**src/hw/ptmr_pkg.sv**
```systemverilog
// Purpose: Shared constants and types for the period timer
// Assumes: 8-bit register port, one clock
// Notes:   Offsets are the register addresses of the block
package ptmr_pkg;

	localparam int          ADDR_W           = 8;
	localparam int          DATA_W           = 8;

	// Register offsets
	localparam logic [7:0]  OFF_INTCTL       = 8'h0b;
	localparam logic [7:0]  OFF_INTCTL_ALIAS = 8'h8b;
	localparam logic [7:0]  OFF_FLAGS        = 8'h0c;
	localparam logic [7:0]  OFF_COUNT        = 8'h11;
	localparam logic [7:0]  OFF_CTRL         = 8'h12;
	localparam logic [7:0]  OFF_ENABLES      = 8'h8c;
	localparam logic [7:0]  OFF_PERIOD       = 8'h92;

	// Reset values
	localparam logic [7:0]  RST_COUNT        = 8'h00;
	localparam logic [7:0]  RST_PERIOD       = 8'hff;
	localparam logic [6:0]  RST_CTRL         = 7'h00;
	localparam logic [3:0]  RST_PRE          = 4'h0;
	localparam logic [3:0]  RST_POST         = 4'h0;

	// Field positions
	localparam int          BIT_MATCH_FLAG   = 1;
	localparam int          BIT_MATCH_IE     = 1;
	localparam int          BIT_GIE          = 7;
	localparam int          BIT_PERIPHERAL_IRQ_ENABLE         = 6;
	localparam int          BIT_RUN          = 2;
	localparam int          POS_PRE          = 0;
	localparam int          POS_POST         = 3;

	// Prescale terminal counts (divide by 1, 4, 16)
	localparam logic [3:0]  PRE_TC_1         = 4'h0;
	localparam logic [3:0]  PRE_TC_4         = 4'h3;
	localparam logic [3:0]  PRE_TC_16        = 4'hf;

	typedef struct packed {
		logic [ADDR_W-1:0] addr;
		logic [DATA_W-1:0] wdata;
		logic              wr;
		logic              rd;
	} ptmr_bus_req_t;

	typedef struct packed {
		logic [7:0] count;
		logic       match;
	} ptmr_tbase_t;

	typedef struct packed {
		logic [7:0] count;
		logic [7:0] period;
		logic [6:0] ctrl;
		logic [3:0] pre;
		logic [3:0] post;
		logic       flag;
		logic       ie;
		logic       global_irq_enable;
		logic       peripheral_irq_enable;
		logic       match;
		logic [7:0] rdata;
	} ptmr_state_t;

endpackage

```
**src/hw/ptmr_period_timer.sv**
```systemverilog
// Purpose: Eight-bit period timer with prescaler, postscaler and interrupt
// Assumes: clk is the instruction clock; bus inputs synchronous to clk
// Notes:   Read data valid in the cycle after the read strobe
//
// Chosen here: the plain strobed port.
`timescale 1ns/1ps

module ptmr_period_timer
	import ptmr_pkg::*;
(
	// Clock and reset
	input  wire logic                  clk,
	input  wire logic                  rst_b,
	// Register port
	input  wire ptmr_pkg::ptmr_bus_req_t bus_req,
	output      logic [7:0]            rdata,
	// Serial port shift clock source
	output      logic                  ssp_shift_tick,
	// PWM time base
	output      ptmr_pkg::ptmr_tbase_t pwm_tbase,
	// Interrupt
	output      logic                  irq
);
	import ptmr_pkg::*;

	////////////////////////////////////////////////////////////////////////////
	// Helpers

	function automatic logic [3:0] pre_tc(input logic [1:0] sel);
		unique case (sel)
			2'b00: pre_tc = PRE_TC_1;
			2'b01: pre_tc = PRE_TC_4;
			default: pre_tc = PRE_TC_16;
		endcase
	endfunction

	function automatic logic hit(input ptmr_bus_req_t r, input logic [7:0] off);
		hit = r.wr && (r.addr == off);
	endfunction

	////////////////////////////////////////////////////////////////////////////
	// State

	ptmr_state_t st_reg;
	ptmr_state_t st_next;

	logic        tick;
	logic        is_match;
	logic        post_done;
	logic [7:0]  rd_mux;

	always_comb begin
		st_next = st_reg;
		st_next.match = 1'b0;
		tick = 1'b0;
		is_match = 1'b0;
		post_done = 1'b0;
		rd_mux = 8'h00;

		// Prescaler and counter
		if (st_reg.ctrl[BIT_RUN]) begin
			if (st_reg.pre >= pre_tc(st_reg.ctrl[POS_PRE +: 2])) begin
				st_next.pre = RST_PRE;
				tick = 1'b1;
			end else begin
				st_next.pre = st_reg.pre + 4'h1;
			end
		end
		if (tick) begin
			is_match = (st_reg.count == st_reg.period);
			if (is_match) begin
				st_next.count = RST_COUNT;
			end else begin
				st_next.count = st_reg.count + 8'h01;
			end
		end
		st_next.match = is_match;

		// Postscaler
		if (is_match) begin
			if (st_reg.post == st_reg.ctrl[POS_POST +: 4]) begin
				st_next.post = RST_POST;
				post_done = 1'b1;
			end else begin
				st_next.post = st_reg.post + 4'h1;
			end
		end

		// Register writes
		if (hit(bus_req, OFF_COUNT)) begin
			st_next.count = bus_req.wdata;
			st_next.pre = RST_PRE;
			st_next.post = RST_POST;
		end
		if (hit(bus_req, OFF_CTRL)) begin
			st_next.ctrl = bus_req.wdata[6:0];
			st_next.pre = RST_PRE;
			st_next.post = RST_POST;
		end
		if (hit(bus_req, OFF_PERIOD)) begin
			st_next.period = bus_req.wdata;
		end
		if (hit(bus_req, OFF_ENABLES)) begin
			st_next.ie = bus_req.wdata[BIT_MATCH_IE];
		end
		if (hit(bus_req, OFF_INTCTL) || hit(bus_req, OFF_INTCTL_ALIAS)) begin
			st_next.global_irq_enable = bus_req.wdata[BIT_GIE];
			st_next.peripheral_irq_enable = bus_req.wdata[BIT_PERIPHERAL_IRQ_ENABLE];
		end
		// Flag: write one to clear, set wins
		if (hit(bus_req, OFF_FLAGS) && bus_req.wdata[BIT_MATCH_FLAG]) begin
			st_next.flag = 1'b0;
		end
		if (post_done) begin
			st_next.flag = 1'b1;
		end

		// Read mux
		unique case (bus_req.addr)
			OFF_COUNT:   rd_mux = st_reg.count;
			OFF_CTRL:    rd_mux = {1'b0, st_reg.ctrl};
			OFF_PERIOD:  rd_mux = st_reg.period;
			OFF_FLAGS:   rd_mux = 8'({st_reg.flag, 1'b0});
			OFF_ENABLES: rd_mux = 8'({st_reg.ie, 1'b0});
			OFF_INTCTL, OFF_INTCTL_ALIAS:
				rd_mux = {st_reg.global_irq_enable, st_reg.peripheral_irq_enable, 6'h00};
			default:     rd_mux = 8'h00;
		endcase
		st_next.rdata = bus_req.rd ? rd_mux : 8'h00;
	end

	always_ff @(posedge clk or negedge rst_b) begin
		if (!rst_b) begin
			st_reg.count <= RST_COUNT;
			st_reg.period <= RST_PERIOD;
			st_reg.ctrl <= RST_CTRL;
			st_reg.pre <= RST_PRE;
			st_reg.post <= RST_POST;
			st_reg.flag <= 1'b0;
			st_reg.ie <= 1'b0;
			st_reg.global_irq_enable <= 1'b0;
			st_reg.peripheral_irq_enable <= 1'b0;
			st_reg.match <= 1'b0;
			st_reg.rdata <= 8'h00;
		end else begin
			st_reg <= st_next;
		end
	end

	////////////////////////////////////////////////////////////////////////////
	// Outputs

	assign rdata = st_reg.rdata;
	assign ssp_shift_tick = st_reg.match;
	assign pwm_tbase.count = st_reg.count;
	assign pwm_tbase.match = st_reg.match;
	assign irq = st_reg.flag && st_reg.ie && st_reg.peripheral_irq_enable && st_reg.global_irq_enable;

endmodule

```
**config.mk**
```make
export PLATFORM = sky130hd
export DESIGN_NAME = ptmr_period_timer
export DESIGN_NICKNAME = d
export VERILOG_FILES = /design/src/hw/ptmr_pkg.sv /design/src/hw/ptmr_period_timer.sv
export SDC_FILE = /design/constraint.sdc
export NUM_CORES = 1
export LEC_CHECK = 0
export ABC_AREA = 1
export ABC_CLOCK_PERIOD_IN_PS = 1600
export BUFFER_PORTS_ARGS = -buffer_cell sky130_fd_sc_hd__buf_2
export CAP_MARGIN = 15
export CELL_PAD_IN_SITES_DETAIL_PLACEMENT = 0
export CELL_PAD_IN_SITES_GLOBAL_PLACEMENT = 1
export CORE_MARGIN = 8
export CORE_UTILIZATION = 37
export DETAILED_ROUTE_END_ITERATION = 12
export GPL_TIMING_DRIVEN = 0
export PLACE_DENSITY_LB_ADDON = 0.15
export SLEW_MARGIN = 10
export SYNTH_ARGS = -nofsm -noshare
export SYNTH_HDL_FRONTEND = slang
export SYNTH_SLANG_ARGS = --single-unit
```
**constraint.sdc**
```tcl
create_clock -name clk -period 1.6 [get_ports clk]
set_input_delay 0.24 -clock clk [delete_from_list [all_inputs] [get_ports clk]]
set_output_delay 0.24 -clock clk [all_outputs]
set_load 0.01 [all_outputs]
```
==> qor.txt <==
failing checks = setup timing
count of maximum capacitance violations = 0
final slew viol count = 0
Die ar. = 10720 sq um
remaining number of nets flagged by the antenna check after routing = 0
level count of the clock H-tree = 2
Worst EP arrival = 1880 ps
number of design-rule violations left by the first detailed-router iteration = 101
number of top-level design ports = 39
Worst setup EP type = flip-flop
Skew-Pair Late Insertion Delay = 310 ps
count of buffers inserted at the top-level ports = 37
post-route clock period utilization = 105.4%
maximum net fanout on the critical path = 7
startpoint types = flip-flop
Antenna Diode Count = 0
Residual DRC = 0
initial antenna violation count = 0
number of hold-repair buffers added at the cts stage = 0
combined global-route utilization of all metal layers = 13.53%
number of standard cells in the final layout excluding fillers = 553
Final nets = 477
maximum clock skew at final layout = 13.05 ps
flip-flop count of the largest register, all copies and words added = 27
clock tree root driver cell = sky130_fd_sc_hd__clkbuf_8
initial standard-cell utilization of the core = 37.45%
placer congestion estimate = 0.7690
Die Wd = 103.5 um
maximum count of clock buffers along a single path = 2
Hold Fails Final Rpt = 0
global routing usage on met3 = 3.284%
P per Cell Area = 1108 nW/um^2
Pint = 2446 uW
worst path setup slack after routing = -86.47 ps
tightest slew margin relative to the limit = 32.40%
category of the critical setup timing path = reg -> reg
clock-pin slew on the worst setup and hold paths = 90 ps
proportion of power drawn by flip-flops and latches = 38.7%
Distinct cells, synth = 28
synthesized instance count = 402
count of placed standard cells including taps = 541
number of synthesized register bits = 44
via total after detailed routing = 2523
data required time of the worst path = 1800 ps
global routing met1 resource utilization = 16.95%
number of cell rows = 32
global route hottest layer = met2
Post-Place Setup Slack = -290.0 ps
routed wire length per instance = 12.88 um
HPWL after detailed placement = 5422 um
switch share = 35.55%
vias in the first global route = 2437
clock period minus final worst setup slack = 1686 ps
length of the first detailed-routing pass in iterations = 4
post-synthesis to final-layout area growth = 20.84%
clock sink count = 44
vias per cell = 4.562
sequential-to-total area share from yosys stat = 39.21%
total power consumption of the routed design = 3795 uW
synthesized area divided by synthesized cell count = 7.050 sq um
worst hold path class = in -> async
post-route core utilization = 45.25%
layout cell share with drive strength beyond 1 = 25.28%
maximum number of pins on one net before global-route repair = 45
synth warn = 0
unrepaired setup endpoints after global routing = true
number of buffers created by CTS = 5
Setup Total Neg Slack = -1053 ps
net count after synthesis = 429
met2 routing resource usage after global routing = 22.36%
leakage component of the power = 0.001896 uW
die height = 103.5 um
CTS tree = built
wire length of the first global-routing pass = 11910 um
status = finished with violations
Reg2Reg Setup Slack = -90 ps
fill cell count = 815
placeable core region = 7567 sq um
share of total power in combinational logic = 34.2%
synthesized cell area = 2834 sq um
switching power summed over all nets = 1349 uW
fmax = 0.5930 GHz
drt total wl = 7125 um
Slew @ Worst Pin = 1014 ps
relative contribution of the clock network to total power = 27.1%
total congestion overflow after global routing = 0
Final setup violation count = 17
highest ir drop seen on vdd = 0.0005982 V
==> per-stage QoR <==
stage          hold slack (ps)  instance area [sq um]
3_3_place_gp             470.6                   3147
5_1_grt                  175.2                   3425
6_report                 102.9                   3425
4_1_cts                  144.6                   3351
2_1_floorplan           -55.59                   2834
3_5_place_dp             474.8                   3147
==> power groups by stage <==
stage	clock (uW)	sequential [uW]	combinational, uW
after global placement	0	1480	1140
after floorplan	0	1420	863
after CTS	1050	1470	1200
final	1030	1470	1300
after detailed placement	0	1480	1150
after global routing	1080	1500	1480
==> routing by layer <==
metal | wire, um | part of all wire (%) | vias to the layer above
met5 | 0 | 0 | -
li1 | - | - | 1311
met3 | 284 | 4.0 | 10
met1 | 3418 | 48 | 1164
met4 | 100 | 1.4 | 0
met2 | 3322 | 47 | 38
==> path summary, 6_finish.rpt <==
kind,start,endpoint,cells after the start
setup reg to reg,st_reg[21],st_reg[14],12
setup / recovery,st_reg[21],st_reg[14],12
max in group asynchronous,rst_b,pwm_tbase[3],1
hold reg to reg,st_reg[31],st_reg[31],2
min in group clk,bus_req[2],st_reg[28],3
hold / removal,rst_b,st_reg[10],1
==> cell usage after synthesis (all sizes together) <==
master	number	share of area [%]
nand2	139	19
inv	70	9.3
nand3	40	7.7
dfrtp	36	32
nor2	31	5.3
o21ai	23	4.1
buf	21	5.4
xor2	11	3.4
dfstp	8	7.4
ha	7	3.1
nor3	4	0.71
nand4	3	0.66
o211ai	3	0.79
clkinv	2	0.31
o22ai	2	0.44
a21oi	1	0.18
and2	1	0.31
==> cells by family (layout without fill, tap and decap cells) <==
| kind of cell | after synthesis | in the layout | share of synthesized area [%] |
|---|---|---|---|
| compound gates | 29 | 29 | 5.474 |
| xor+xnor | 11 | 11 | 3.399 |
| fa+ha+maj | 7 | 7 | 3.090 |
| buf+inv | 93 | 142 | 15.01 |
| flops | 44 | 44 | 39.21 |
| simple gates | 218 | 218 | 33.82 |
==> final cells by class <==
| type | count | area [sq um] | area share, % |
|---|---|---|---|
| Sequential cell | 44 | 1111 | 32.44 |
| Tap cell | 102 | 127.6 | 3.727 |
| Buffer | 21 | 153.9 | 4.494 |
| Timing Repair Buffer | 41 | 239.0 | 6.978 |
| Inverter | 72 | 272.8 | 7.965 |
| Clock buffer | 6 | 72.57 | 2.119 |
| Multi-Input combinational cell | 265 | 1388 | 40.52 |
| Clock inverter | 2 | 60.06 | 1.754 |
==> timing repair <==
action                     4_1_cts  5_1_grt
gates cloned                     0        0
resized for setup               14       11
setup buffers                    2        2
pin swaps                       14        6
setup endpoints to repair       18       18
==> cells in the final DEF, fill, tap and decap left out, drive strengths merged, types with 2 or more instances in the layout <==
master	count
dfstp	8
xor2	11
clkbuf	6
o21ai	23
o211ai	3
nand4	3
nand3	40
nor3	4
dfrtp	36
buf	62
inv	71
o22ai	2
nand2	139
ha	7
nor2	31
bufinv	2
==> critical path, cell delays in order, from the launching register on <==
cell and delay (ps):
sky130_fd_sc_hd__dfrtp_1 410, sky130_fd_sc_hd__nor2_2 140, sky130_fd_sc_hd__ha_1 250, sky130_fd_sc_hd__nand2_1 70
sky130_fd_sc_hd__nand2_1 50, sky130_fd_sc_hd__nand2_1 60, sky130_fd_sc_hd__nand3_2 120, sky130_fd_sc_hd__nand2_4 120
sky130_fd_sc_hd__inv_2 50, sky130_fd_sc_hd__nand2_4 110, sky130_fd_sc_hd__nand2_4 70, sky130_fd_sc_hd__nand2_2 60
sky130_fd_sc_hd__nand2_2 40
Note: power is estimated with default switching activity, not from simulation.
